===== config.mk =====
export PLATFORM = sky130hd
export DESIGN_NAME = bsh_barrel_shifter
export DESIGN_NICKNAME = d
export VERILOG_FILES = /design/src/design/bsh_pkg.sv /design/src/design/bsh_barrel_shifter.sv
export SDC_FILE = /design/constraint.sdc
export NUM_CORES = 1
export LEC_CHECK = 0
export BUFFER_PORTS_ARGS = -buffer_cell sky130_fd_sc_hd__clkbuf_2
export CAP_MARGIN = 0
export CORE_MARGIN = 10
export CORE_UTILIZATION = 37
export DETAILED_ROUTE_END_ITERATION = 10
export PLACE_DENSITY = 0.68
export SLEW_MARGIN = 0
export SYNTH_ARGS = -nofsm -noshare
export SYNTH_HDL_FRONTEND = slang
export SYNTH_SLANG_ARGS = --single-unit

===== constraint.sdc =====
create_clock -name clk -period 7.75 [get_ports clk]
set_clock_uncertainty 0.05 [all_clocks]
set_input_delay 0.775 -clock clk [delete_from_list [all_inputs] [get_ports clk]]
set_output_delay 0.775 -clock clk [all_outputs]
set_load 0.005 [all_outputs]

===== src/design/bsh_pkg.sv =====
// Purpose: Shared constants and types of the barrel shifter datapath
// Assumes: 16-bit data words, 32-bit shift result, 8-bit signed scale
// Notes:   Codes below are the operation and source selects seen by the core
package bsh_pkg;
    localparam int DW = 16;                         // Data word width
    localparam int RW = 32;                         // Result width
    localparam int SW = 8;                          // Scale and immediate width
    localparam int BW = 5;                          // Block scale width

    // Operation selects
    typedef enum logic [2:0] {
        SIGN_FILL_SHIFT_OP    = 3'h0,
        ZERO_FILL_SHIFT_OP    = 3'h1,
        MANTISSA_ALIGN_OP     = 3'h2,
        DERIVE_SCALE_OP       = 3'h3,
        BLOCK_SCALE_ADJUST_OP = 3'h4
    } bsh_op_t;

    // Input source selects
    typedef enum logic [2:0] {
        SRC_SHIFT_IN  = 3'h0,
        SRC_ALU       = 3'h1,
        SRC_MAC0      = 3'h2,
        SRC_MAC1      = 3'h3,
        SRC_MAC2      = 3'h4,
        SRC_RES_LOW   = 3'h5,
        SRC_RES_HIGH  = 3'h6
    } bsh_src_t;

    localparam logic [RW-1:0] RESULT_RST    = 32'h0000_0000;
    localparam logic [SW-1:0] SCALE_RST     = 8'h00;
    localparam logic [BW-1:0] BLOCK_RST     = 5'h10;        // Minus sixteen
    localparam logic [SW-1:0] SCALE_ALL_SGN = 8'hF1;        // Minus fifteen
    localparam logic [BW-1:0] BLOCK_MIN_HIT = 5'h11;        // Minus fifteen
    localparam logic [DW-1:0] HALF_ZERO     = 16'h0000;
    localparam logic [8:0]    FULL_OUT      = 9'h020;       // Shift of thirty-two
    localparam logic [4:0]    DN_BASE       = 5'h0F;        // Low-half exponent offset
endpackage : bsh_pkg


===== src/design/bsh_barrel_shifter.sv =====
// Purpose: Barrel shifter with scale derivation and block scale tracking
// Assumes: One op per cycle, results registered on the next clock edge
// Notes:   Core loads of the scale registers lose to an op writing them
// What this block does
// - Five ops: sign-fill shift, zero-fill shift, align, derive scale, block adjust.
// - Overwrite modifier replaces result register with the 32-bit shifted value.
// - Merge modifier ORs shifted value into current result register contents.
// - Top-half ref puts input in upper half, bottom-half ref in lower half.
// - Input from shift-in, ALU, three MAC words or either result half.
// - Block adjust loads block scale only when new exponent is strictly greater.
// - Block scale ends between minus fifteen and zero after adjustments.
// - Block adjust only inspects input; no shift, no result write.
// - Immediate shift uses 8-bit signed field; positive left, negative right.
// - Immediate shift neither reads nor changes shift scale register.
// - Right shifts fill with sign for sign-fill, zeros for zero-fill.
// - Denormalizing shifts take their signed amount from shift scale register.
// - Derive scale detects exponent into shift scale, top or bottom ref.
// - Align moves rightmost sign bit to field MSB; exponent is non-positive.
// - Align shifts by negated shift scale; supports all modifiers.
// - Bottom-half derive changes shift scale only when it holds minus fifteen.
// - Single align goes to upper word for top ref, lower for bottom.
// - Scale below minus fifteen aligns top-ref input fully out of the upper half.
module bsh_barrel_shifter (
    input  wire  logic                clk,
    input  wire  logic                nrst,
    input  wire  logic                op_valid,
    input  wire  bsh_pkg::bsh_op_t    op_code,
    input  wire  bsh_pkg::bsh_src_t   src_sel,
    input  wire  logic                top_half_ref,
    input  wire  logic                merge,
    input  wire  logic                use_imm,
    input  wire  logic [7:0]          imm_amt,
    input  wire  logic [15:0]         shift_in_reg,
    input  wire  logic [15:0]         alu_result_reg,
    input  wire  logic [15:0]         mac_result_word0,
    input  wire  logic [15:0]         mac_result_word1,
    input  wire  logic [15:0]         mac_result_word2,
    input  wire  logic                scale_load,
    input  wire  logic [7:0]          scale_wdata,
    input  wire  logic                block_load,
    input  wire  logic [4:0]          block_wdata,
    output logic [31:0]               shift_result_reg,
    output logic [7:0]                shift_scale_reg,
    output logic [4:0]                block_scale_reg
);
    import bsh_pkg::*;

    logic [DW-1:0] din;
    logic [RW-1:0] placed;
    logic [RW-1:0] shifted;
    logic [SW-1:0] amt;
    logic [8:0]    mag;
    logic          arith;
    logic          is_shift;
    logic [DW-2:0] run_up;
    logic [DW-1:0] run_dn;
    logic [4:0]    cnt_up;
    logic [4:0]    cnt_dn;
    logic [SW-1:0] scl_up;
    logic [SW-1:0] scl_dn;
    logic [SW-1:0] scl_det;
    logic          up_sign;
    logic [RW-1:0] next_shift_result_reg;
    logic [SW-1:0] next_shift_scale_reg;
    logic [BW-1:0] next_block_scale_reg;
    logic          next_up_sign;

    ////////////////////////////////////////////////////////////////////////////
    // Input source mux; result halves allow reshifting a prior result
    always_comb begin
        case (src_sel)
            SRC_SHIFT_IN: din = shift_in_reg;
            SRC_ALU:      din = alu_result_reg;
            SRC_MAC0:     din = mac_result_word0;
            SRC_MAC1:     din = mac_result_word1;
            SRC_MAC2:     din = mac_result_word2;
            SRC_RES_LOW:  din = shift_result_reg[DW-1:0];
            SRC_RES_HIGH: din = shift_result_reg[RW-1:DW];
            default:      din = shift_in_reg;
        endcase
    end

    ////////////////////////////////////////////////////////////////////////////
    // Sign run chains for exponent detection, one stage per bit
    genvar gi;
    generate
        for (gi = 0; gi < DW - 1; gi++) begin : g_run
            if (gi == DW - 2) begin : g_top
                assign run_up[gi]   = (din[gi] == din[DW-1]);
                assign run_dn[gi+1] = (din[gi+1] == up_sign);
            end else begin : g_mid
                assign run_up[gi]   = run_up[gi+1] & (din[gi] == din[DW-1]);
                assign run_dn[gi+1] = run_dn[gi+2] & (din[gi+1] == up_sign);
            end
        end
    endgenerate
    assign run_dn[0] = run_dn[1] & (din[0] == up_sign);

    // Count redundant sign bits; all-sign upper half gives minus fifteen
    always_comb begin
        cnt_up = 5'h00;
        cnt_dn = 5'h00;
        for (int i = 0; i < DW - 1; i++) begin
            cnt_up = cnt_up + 5'(run_up[i]);
        end
        for (int i = 0; i < DW; i++) begin
            cnt_dn = cnt_dn + 5'(run_dn[i]);
        end
        scl_up  = SW'(-$signed({3'h0, cnt_up}));
        // Lower half carries on the count below minus fifteen
        scl_dn  = SW'(-$signed({3'h0, cnt_dn + DN_BASE}));
        scl_det = top_half_ref ? scl_up : scl_dn;
    end

    ////////////////////////////////////////////////////////////////////////////
    // Placement, amount and fill selection, then the shift itself
    always_comb begin
        is_shift = (op_code == SIGN_FILL_SHIFT_OP) || (op_code == ZERO_FILL_SHIFT_OP)
                 || (op_code == MANTISSA_ALIGN_OP);
        arith    = (op_code == SIGN_FILL_SHIFT_OP)
                 || ((op_code == MANTISSA_ALIGN_OP) && top_half_ref);
        // Bottom ref extends with sign only for sign-fill shifts
        if (top_half_ref) begin
            placed = {din, HALF_ZERO};
        end else if (op_code == SIGN_FILL_SHIFT_OP) begin
            placed = {{DW{din[DW-1]}}, din};
        end else begin
            placed = {HALF_ZERO, din};
        end
        // Align negates scale so a negative exponent shifts left
        if (op_code == MANTISSA_ALIGN_OP) begin
            amt = SW'(-$signed(shift_scale_reg));
        end else if (use_imm) begin
            amt = imm_amt;
        end else begin
            amt = shift_scale_reg;
        end
        // Nine bits hold a magnitude of one hundred twenty-eight
        mag = amt[SW-1] ? 9'(-$signed({amt[SW-1], amt})) : {1'b0, amt};
        if (mag >= FULL_OUT) begin
            shifted = (amt[SW-1] && arith) ? {RW{placed[RW-1]}} : RESULT_RST;
        end else if (!amt[SW-1]) begin
            shifted = placed << mag[4:0];
        end else if (arith) begin
            shifted = RW'($signed(placed) >>> mag[4:0]);
        end else begin
            shifted = placed >> mag[4:0];
        end
    end

    ////////////////////////////////////////////////////////////////////////////
    // Next state of the result, scale, block scale and stored sign
    always_comb begin
        next_shift_result_reg = shift_result_reg;
        next_shift_scale_reg  = shift_scale_reg;
        next_block_scale_reg  = block_scale_reg;
        next_up_sign          = up_sign;
        if (scale_load) begin
            next_shift_scale_reg = scale_wdata;
        end
        if (block_load) begin
            next_block_scale_reg = block_wdata;
        end
        if (op_valid) begin
            case (op_code)
                SIGN_FILL_SHIFT_OP, ZERO_FILL_SHIFT_OP, MANTISSA_ALIGN_OP: begin
                    if (merge) begin
                        next_shift_result_reg = shift_result_reg | shifted;
                    end else begin
                        next_shift_result_reg = shifted;
                    end
                end
                DERIVE_SCALE_OP: begin
                    if (top_half_ref) begin
                        next_shift_scale_reg = scl_det;
                        next_up_sign         = din[DW-1];
                    end else if (shift_scale_reg == SCALE_ALL_SGN) begin
                        next_shift_scale_reg = scl_det;
                    end
                end
                BLOCK_SCALE_ADJUST_OP: begin
                    // Strict compare keeps the first winner on ties
                    if ($signed(scl_up[BW-1:0]) > $signed(block_scale_reg)) begin
                        next_block_scale_reg = scl_up[BW-1:0];
                    end
                end
                default: begin
                    next_shift_result_reg = shift_result_reg;
                end
            endcase
        end
    end

    // State registers, synchronous active-low reset
    always_ff @(posedge clk) begin
        if (!nrst) begin
            shift_result_reg <= RESULT_RST;
            shift_scale_reg  <= SCALE_RST;
            block_scale_reg  <= BLOCK_RST;
            up_sign          <= 1'b0;
        end else begin
            shift_result_reg <= next_shift_result_reg;
            shift_scale_reg  <= next_shift_scale_reg;
            block_scale_reg  <= next_block_scale_reg;
            up_sign          <= next_up_sign;
        end
    end

    ////////////////////////////////////////////////////////////////////////////
    // Checks on the registered results
    AST_OVERWRITE: assert property (@(posedge clk) disable iff (!nrst)
        (op_valid && is_shift && !merge) |=> (shift_result_reg == $past(shifted)))
        else $error("overwrite result mismatch");

    AST_MERGE: assert property (@(posedge clk) disable iff (!nrst)
        (op_valid && is_shift && merge)
        |=> (shift_result_reg == ($past(shift_result_reg) | $past(shifted))))
        else $error("merge result mismatch");

    AST_ADJ_INSPECT: assert property (@(posedge clk) disable iff (!nrst)
        (op_valid && op_code == BLOCK_SCALE_ADJUST_OP && !scale_load)
        |=> ($stable(shift_result_reg) && $stable(shift_scale_reg)))
        else $error("block adjust touched result or scale");

    AST_ADJ_LOAD: assert property (@(posedge clk) disable iff (!nrst)
        (op_valid && op_code == BLOCK_SCALE_ADJUST_OP
         && $signed(scl_up[BW-1:0]) > $signed(block_scale_reg))
        |=> (block_scale_reg == $past(scl_up[BW-1:0])))
        else $error("block scale not loaded");

    AST_ADJ_RANGE: assert property (@(posedge clk) disable iff (!nrst)
        (op_valid && op_code == BLOCK_SCALE_ADJUST_OP && !block_load)
        |=> ($signed(block_scale_reg) >= $signed(BLOCK_MIN_HIT)
             && $signed(block_scale_reg) <= 0))
        else $error("block scale out of range");

    AST_IMM_SCALE: assert property (@(posedge clk) disable iff (!nrst)
        (op_valid && use_imm && op_code != MANTISSA_ALIGN_OP && is_shift && !scale_load)
        |=> $stable(shift_scale_reg))
        else $error("immediate shift changed scale");

    AST_DN_DERIVE: assert property (@(posedge clk) disable iff (!nrst)
        (op_valid && op_code == DERIVE_SCALE_OP && !top_half_ref
         && shift_scale_reg != SCALE_ALL_SGN && !scale_load)
        |=> $stable(shift_scale_reg))
        else $error("bottom derive altered scale");

    AST_UP_DERIVE: assert property (@(posedge clk) disable iff (!nrst)
        (op_valid && op_code == DERIVE_SCALE_OP && top_half_ref)
        |=> (shift_scale_reg == $past(scl_up) && $signed(shift_scale_reg) <= 0))
        else $error("top derive wrong exponent");

    AST_FULL_OUT: assert property (@(posedge clk) disable iff (!nrst)
        (op_valid && op_code == ZERO_FILL_SHIFT_OP && use_imm && !merge
         && ($signed(imm_amt) <= -32 || $signed(imm_amt) >= 32))
        |=> (shift_result_reg == RESULT_RST))
        else $error("large shift left input bits");

    AST_OFF_SCALE: assert property (@(posedge clk) disable iff (!nrst)
        (op_valid && op_code == MANTISSA_ALIGN_OP && top_half_ref && !merge
         && $signed(shift_scale_reg) < -15)
        |=> (shift_result_reg[RW-1:DW] == HALF_ZERO))
        else $error("upper half not cleared");

    // Reset, bottom derive range, block keep, core load and fill bits; the reset check runs during reset
    AST_RST_VALUES: assert property (@(posedge clk)
        !nrst |=> (shift_result_reg == RESULT_RST && shift_scale_reg == SCALE_RST
                   && block_scale_reg == BLOCK_RST))
        else $error("reset values not restored");

    AST_DN_LOAD: assert property (@(posedge clk) disable iff (!nrst)
        (op_valid && op_code == DERIVE_SCALE_OP && !top_half_ref && shift_scale_reg == SCALE_ALL_SGN)
        |=> ($signed(shift_scale_reg) <= -15 && $signed(shift_scale_reg) >= -31))
        else $error("bottom derive exponent out of range");

    AST_ADJ_KEEP: assert property (@(posedge clk) disable iff (!nrst)
        (op_valid && op_code == BLOCK_SCALE_ADJUST_OP && !block_load
         && $signed(scl_up[BW-1:0]) <= $signed(block_scale_reg))
        |=> $stable(block_scale_reg))
        else $error("block scale loaded without a larger exponent");

    AST_CORE_LOAD: assert property (@(posedge clk) disable iff (!nrst)
        (scale_load && !(op_valid && op_code == DERIVE_SCALE_OP))
        |=> (shift_scale_reg == $past(scale_wdata)))
        else $error("core scale load lost");

    AST_ZERO_FILL: assert property (@(posedge clk) disable iff (!nrst)
        (op_valid && op_code == ZERO_FILL_SHIFT_OP && use_imm && !merge && imm_amt[SW-1])
        |=> (shift_result_reg[RW-1] == 1'b0))
        else $error("zero-fill shift brought in ones");

    AST_SIGN_FILL: assert property (@(posedge clk) disable iff (!nrst)
        (op_valid && op_code == SIGN_FILL_SHIFT_OP && use_imm && !merge && imm_amt[SW-1])
        |=> (shift_result_reg[RW-1] == $past(din[DW-1])))
        else $error("sign-fill shift lost the sign");

    AST_LEFT_FILL: assert property (@(posedge clk) disable iff (!nrst)
        (op_valid && is_shift && op_code != MANTISSA_ALIGN_OP && use_imm && !merge
         && !imm_amt[SW-1] && imm_amt != 8'h00)
        |=> (shift_result_reg[0] == 1'b0))
        else $error("left shift did not fill with zero");

endmodule : bsh_barrel_shifter


==> results.toml, run 1 <==
[run_status]
status = "finished, final reports clean"

[floorplanning]
io_pins = 160
start_util_pct = 37.3
chipWidth_um = 176
die_area_um2 = 31000
row_count = 57
design.core.area_um2 = 24200
die_h_um = 176

[sta]
fin_crit_ns = 7.29
max_freq_ghz = 0.137
setup_viol = 0
fin_crit_sh_pct = 94.1
drv_slew = 0
holdWs_ns = 0.525
tns_ns = 0
tightest_slew_ns = 1.31
slew_headroom_pct = 10.5
rsz0062_at_grt = "no"
finalHoldViolations = 0

[drt]
drt_pass1_iterations = 7
vias_per_cell = 6.78
drcViolationCount = 0
post_drt_wl_per_cell_um = 26.9
vias = 11700
routed_wl_um = 46400
drt_iter0_markers = 2089
drtAntennaViolNets = 0

[critical_path]
path_buf_inv = 6
r2r-end = "block_scale_reg[2]$_SDFF_PN0_"
cpMaxStageDelayCell = "fa_1"
crit_top_cell = "fa_1"
path_depth = 30
r2r_start = "shift_result_reg[29]$_SDFFE_PN0P_"
cp_max_fo = 40
cp-startpoint = "src_sel[1]"
crit_required_ns = 7.90
start_kind = "input port"
reg2reg_setup_slack_ns = 0.73
crit_family = "adder cells"
cp.arrival_ns = 7.44
worstSetupEndpointType = "flip-flop"
criticalPathCategory = "in -> reg"
r2r_cells = 27
critical_path.max_stage_delay_ns = 0.55

[worst_hold_path]
worst_hold_path.endpoint = "shift_result_reg[17]$_SDFFE_PN0P_"
min_path_cells = 2
min_path_type = "reg -> reg"
min_from = "shift_result_reg[17]$_SDFFE_PN0P_"

[power_and_ir_drop]
p_leak_uw = 0.00429
vdd_ir_drop_max_mv = 0.122
power_density_nw_per_um2 = 179
finalPower_uw = 1860

[global_routing]
grt_pass1_vias = 10800
grt_usage_pct = 28.2
overflow = 0
antenna_found_initial = 1
grt_max_degree = 63
grt_first_pass_wirelength_um = 68500

[cts]
clockRootBuffer = "clkbuf_16"
clk_latency_ns = 0.30
clkTransAtPathRegs_ns = 0.07
htreeDepth = 2
cts_buffer_depth = 2
numCtsBuffers = 5
cts_setup_buffers = 0
cts_tree = "yes"
clock-sinks = 46

[cells_and_area]
multi_input_area_um2 = 7390
fillers = 2552
drive_gt1_share_pct = 22.1
largest_reg_flops = 32
fin_nets = 1562
instances_no_fill = 1727
area_growth_pct = 15.3
post-route-util_pct = 43.0
seq_area_um2 = 921

[logic_synthesis]
synthCells = 1278
yosys_warnings = 0
synth_edf_count = 0
async_flop_share_pct = 0
avgSynthCellArea_um2 = 7.05
post_synth_instance_area_um2 = 9010
ys_types = 99
synth_ff_type = "dfxtp_1"
syn-num-nets = 1439
ys_seq_area_share_pct = 10.2
synth.ff_latch_count = 46

[place]
dpl.cell_count = 1717
gp_congestion = 1.09
dp_hpwl_um = 36100
io_buffers = 159

[flow_run]
maxCapViolCount = 0
## repair_timing
item,CTS,global route
endpoints found under the setup margin,0,6
endpoints found under the hold margin,0,0
resized for setup,0,11
hold buffers,0,0
## how the worst max path moves through the flow
stage | slack [ns] | end
finish | 0.46 | block_scale_reg[2]$_SDFF_PN0_
global route | 0.02 | block_scale_reg[3]$_SDFF_PN0_
CTS | 0.34 | block_scale_reg[2]$_SDFF_PN0_
detailed placement | 0.05 | block_scale_reg[2]$_SDFF_PN0_
global placement | 0.27 | block_scale_reg[3]$_SDFF_PN0_
floorplan | 0.39 | block_scale_reg[4]$_SDFF_PN1_
## power breakdown
part / leakage (uW) / internal [uW] / switching [uW] / total (uW)
combinational: 0.00384 / 472 / 885 / 1360
clock: 0.0000708 / 121 / 113 / 234
sequential: 0.000374 / 249 / 22.7 / 272
total: 0.00429 / 842 / 1020 / 1860
## area by class of cell
| type | count | share of cell area, % |
|---|---|---|
| repair buffers | 222 | 12.5 |
| clock buffers | 6 | 1.24 |
| flip-flops and latches | 46 | 8.86 |
| clock inverters | 2 | 0.132 |
| well taps | 324 | 3.90 |
| inverters | 61 | 2.20 |
| multi-input cells | 1065 | 71.2 |
| diodes | 1 | 0.0241 |
## kinds of logic (layout without fill, tap and decap cells)
group           Yosys count  count (layout)  synth area share (%)
xor+xnor                 13              13                  1.43
mux                      82              82                  10.4
fa+ha+maj                46              46                  7.47
compound gates          491             491                  38.7
buf+inv                 167             291                  8.83
other cells               0               1                     0
simple gates            433             433                  22.9
flops                    46              46                  10.2
## worst min-delay path, stage by stage (launching register included)
cell and delay [ns]:
dfxtp_1 0.36, nand3_1 0.08, o211ai_1 0.08
## cell usage in the layout, fill, tap and decap left out, types with 14 or more instances in the layout
cell type / count
clkbuf_2: 159
nand3_1: 44
nand2_1: 127
o22ai_1: 32
nand2b_1: 17
buf_4: 59
o21ai_0: 86
a31oi_1: 22
o211ai_1: 27
inv_1: 58
ha_1: 33
nor3_1: 31
mux2_2: 19
nor2_1: 116
dfxtp_1: 46
a211oi_1: 29
a21oi_1: 84
nor4_1: 14
mux2i_1: 54
## through the flow
step	worst slack, ns	instance area, um2
floorplan	0.386	9010
global placement	0.266	10200
detailed placement	0.0455	10200
CTS	0.342	10300
global route	0.0199	10400
finish	0.460	10400
## metal layers
layer  vias to the layer above  part of all wire (%)  global-route usage, %
met4                         0                   5.4                   13.2
met1                      5584                    40                   38.1
met3                       141                    10                   3.27
met2                       818                    44                   43.9
met5                         -                     0                      0
li1                       5165                     -                      -
## cells in the mapped netlist (all sizes together) (10+ instances only)
| library cell | number | area (um2) |
|---|---|---|
| a2111oi | 14 | 130 |
| a211o | 11 | 96.3 |
| a211oi | 30 | 225 |
| a21oi | 88 | 452 |
| a221oi | 13 | 126 |
| a22oi | 13 | 97.6 |
| a31oi | 23 | 150 |
| and2 | 11 | 70.1 |
| buf | 68 | 424 |
| clkbuf | 38 | 143 |
| dfxtp | 46 | 921 |
| fa | 13 | 260 |
| ha | 33 | 413 |
| inv | 60 | 225 |
| mux2 | 20 | 229 |
| mux2i | 56 | 577 |
| nand2 | 127 | 477 |
| nand2b | 18 | 113 |
| nand3 | 45 | 230 |
| nor2 | 120 | 455 |
| nor2b | 10 | 62.6 |
| nor3 | 33 | 170 |
| nor4 | 16 | 113 |
| o211ai | 27 | 203 |
| o21ai | 93 | 477 |
| o221ai | 14 | 129 |
| o22ai | 33 | 206 |
| or3 | 11 | 68.8 |
| xnor2 | 11 | 104 |
(Power assumes the default switching activity.)
==> run 2, diff against run 1 <==
--- a/config.mk
+++ b/config.mk
@@ -5,6 +5,7 @@
 export SDC_FILE = /design/constraint.sdc
 export NUM_CORES = 1
 export LEC_CHECK = 0
+export ABC_AREA = 1
 export BUFFER_PORTS_ARGS = -buffer_cell sky130_fd_sc_hd__clkbuf_2
 export CAP_MARGIN = 0
 export CORE_MARGIN = 10
==> results.toml, run 2 <==
[critical_path]
crit_required_ns = 7.93
cpMaxStageDelayCell = "fa_1"
critical_path.max_stage_delay_ns = 0.54
crit_top_cell = "fa_1"
worstSetupEndpointType = "flip-flop"
r2r_start = "shift_result_reg[31]$_SDFFE_PN0P_"
cp.arrival_ns = 7.37
cp_max_fo = 12
criticalPathCategory = "in -> reg"
start_kind = "input port"
cp-startpoint = "src_sel[0]"

[logic_synthesis]
synth.ff_latch_count = 46
async_flop_share_pct = 0
yosysTopAreaCellShare_pct = 19.3
yosysTopAreaCell = "nand2_1"
ys_types = 55
post_synth_instance_area_um2 = 9060
synth_edf_count = 0
syn-num-nets = 1808
yosysMostFrequentCell = "nand2_1"
yosys_warnings = 0
synth_ff_type = "dfxtp_1"
avgSynthCellArea_um2 = 5.50
ys_seq_area_share_pct = 10.2
synthTopCellsByCount = "465 x nand2_1, 338 x nand3_1, 126 x inv_1, 103 x a21oi_1, 99 x o21ai_0"
synthCells = 1647
synthTopCellsByArea = "nand2_1 19%, nand3_1 19%, dfxtp_1 10%"

[power_and_ir_drop]
p_clk_share_pct = 13.4
p_sw_uw = 1110
p_leak_uw = 0.00507
vdd_ir_drop_max_mv = 0.142
internal_power_uw = 882
p_comb_share_pct = 72.6
pwr-share-seq_pct = 14.0
power_density_nw_per_um2 = 199
switching_share_pct = 55.8

[global_routing]
antenna_found_initial = 0
grt_pass1_vias = 10900
grt_usage_pct = 23.7
overflow = 0
grt_first_pass_wirelength_um = 60200
grt_max_degree = 70

[floorplanning]
io_pins = 160
design.core.area_um2 = 24200
die_h_um = 176
row_count = 57
die_area_um2 = 31100
chipWidth_um = 176
start_util_pct = 37.5

[cts]
htreeDepth = 2
numCtsBuffers = 5
cts_buffer_depth = 2
cts_setup_buffers = 0
cts_resized = 0
clockRootBuffer = "clkbuf_16"
cts_tree = "yes"
clkTransAtPathRegs_ns = 0.08
clk_latency_ns = 0.31
clock-sinks = 46
cts_hold_buffers = 0

[sta]
tns_ns = 0
slew_headroom_pct = 26.0
max_freq_ghz = 0.139
setup_viol = 0
drv_slew = 0
worst_slack_ns = 0.559
rsz0062_at_grt = "no"
fin_crit_ns = 7.19
tightest_slew_ns = 1.11
holdWs_ns = 0.529
finalHoldViolations = 0
fin_crit_sh_pct = 92.8

[drt]
vias_per_cell = 5.78
vias = 11900
routed_wl_um = 38900
post_drt_wl_per_cell_um = 18.9
drtAntennaViolNets = 0
drt_pass1_iterations = 6
drt_iter0_markers = 1407
drcViolationCount = 0

[worst_hold_path]
min_path_type = "reg -> reg"
min_from = "shift_result_reg[19]$_SDFFE_PN0P_"

[cells_and_area]
n_antenna_cell = 0
area_growth_pct = 10.8
final_common_cell = "nand2_1"
instances_no_fill = 2056
drive_gt1_share_pct = 15.5
mostFrequentLayoutCells = "465 x nand2_1, 338 x nand3_1, 159 x clkbuf_2"
fin_nets = 1892
fillers = 2687
final_area_um2 = 10000
largest_reg_flops = 32

[place]
dp_hpwl_um = 30600
gp_congestion = 1.01
dpl-instance-area_um2 = 9860
place_ws_ns = -0.0105
dpl.cell_count = 2048
io_buffers = 159

[flow_run]
maxCapViolCount = 0

[run_status]
status = "finished, final reports clean"
[run 2: cell count changes after synthesis, moves of 18 or more]
cell | previous run | this run
a21oi_1 | 85 | 103
o21ai_1 | 6 | 27
nor2_1 | 118 | 95
a211oi_1 | 30 | 7
nand4_1 | 8 | 50
nand2b_1 | 18 | 0
nand2_1 | 127 | 465
inv_1 | 58 | 126
mux2_2 | 19 | 1
nand3_1 | 44 | 338
mux2i_1 | 54 | 1
nor3_1 | 32 | 6
o22ai_1 | 33 | 4
[run 2: final cells by class]
class                      instances  area, um2  area share (%)
clock buffer                       6        129            1.28
clock inverter                     2       37.5           0.374
timing repair buffer             182        968            9.65
multi-input combinational       1357       7050            70.2
sequential                        46        921            9.18
tap                              324        405            4.04
inverter                         139        527            5.25
[run 2: worst paths after layout]
kind / cells past startpoint / slack [ns] / end
worst max-delay path: 34 / 0.56 / block_scale_reg[3]$_SDFF_PN0_
worst min-delay path: 2 / 0.53 / shift_result_reg[19]$_SDFFE_PN0P_
worst max register to register: 31 / 1.21 / block_scale_reg[3]$_SDFF_PN0_
worst min register to register: 2 / 0.53 / shift_result_reg[19]$_SDFFE_PN0P_
[run 2: metal layers]
| layer | global-route usage [%] | routed length, um | vias to the layer above |
|---|---|---|---|
| met3 | 3.84 | 3580 | 101 |
| met2 | 37.6 | 17300 | 622 |
| met5 | 0 | 0 | - |
| met1 | 31.1 | 16300 | 5430 |
| met4 | 10.6 | 1630 | 0 |
| li1 | - | - | 5728 |
[run 2: kinds of logic after synthesis]
| logic type | synth area share, % |
|---|---|
| AND/OR/NAND/NOR | 51.6 |
| XOR/XNOR | 1.66 |
| buffers and inverters | 12.2 |
| adder cells (fa/ha/maj) | 7.43 |
| AO/OA/AOI/OAI | 16.7 |
| flip-flops | 10.2 |
| multiplexers | 0.235 |
[run 2: metrics by stage]
stage	utilization (%)	total power [uW]
final	41.5	2000
after floorplan	-	1310
after CTS	41.5	1960
after global placement	40.8	1680
after global routing	41.5	2180
after detailed placement	40.8	1690
[run 2: critical path: cells and delay by family]
family | cells | cell delay (ns)
fa+ha+maj | 9 | 3.26
buf+inv | 6 | 0.78
simple gates | 14 | 1.71
compound gates | 5 | 0.84
[run 2: power groups by stage]
stage / Clock, uW / Combinational [uW] / Sequential, uW
after floorplan: 0 / 1030 / 276
after global placement: 0 / 1400 / 284
after detailed placement: 0 / 1410 / 284
after CTS: 268 / 1420 / 279
after global routing: 274 / 1630 / 282
final: 267 / 1450 / 280
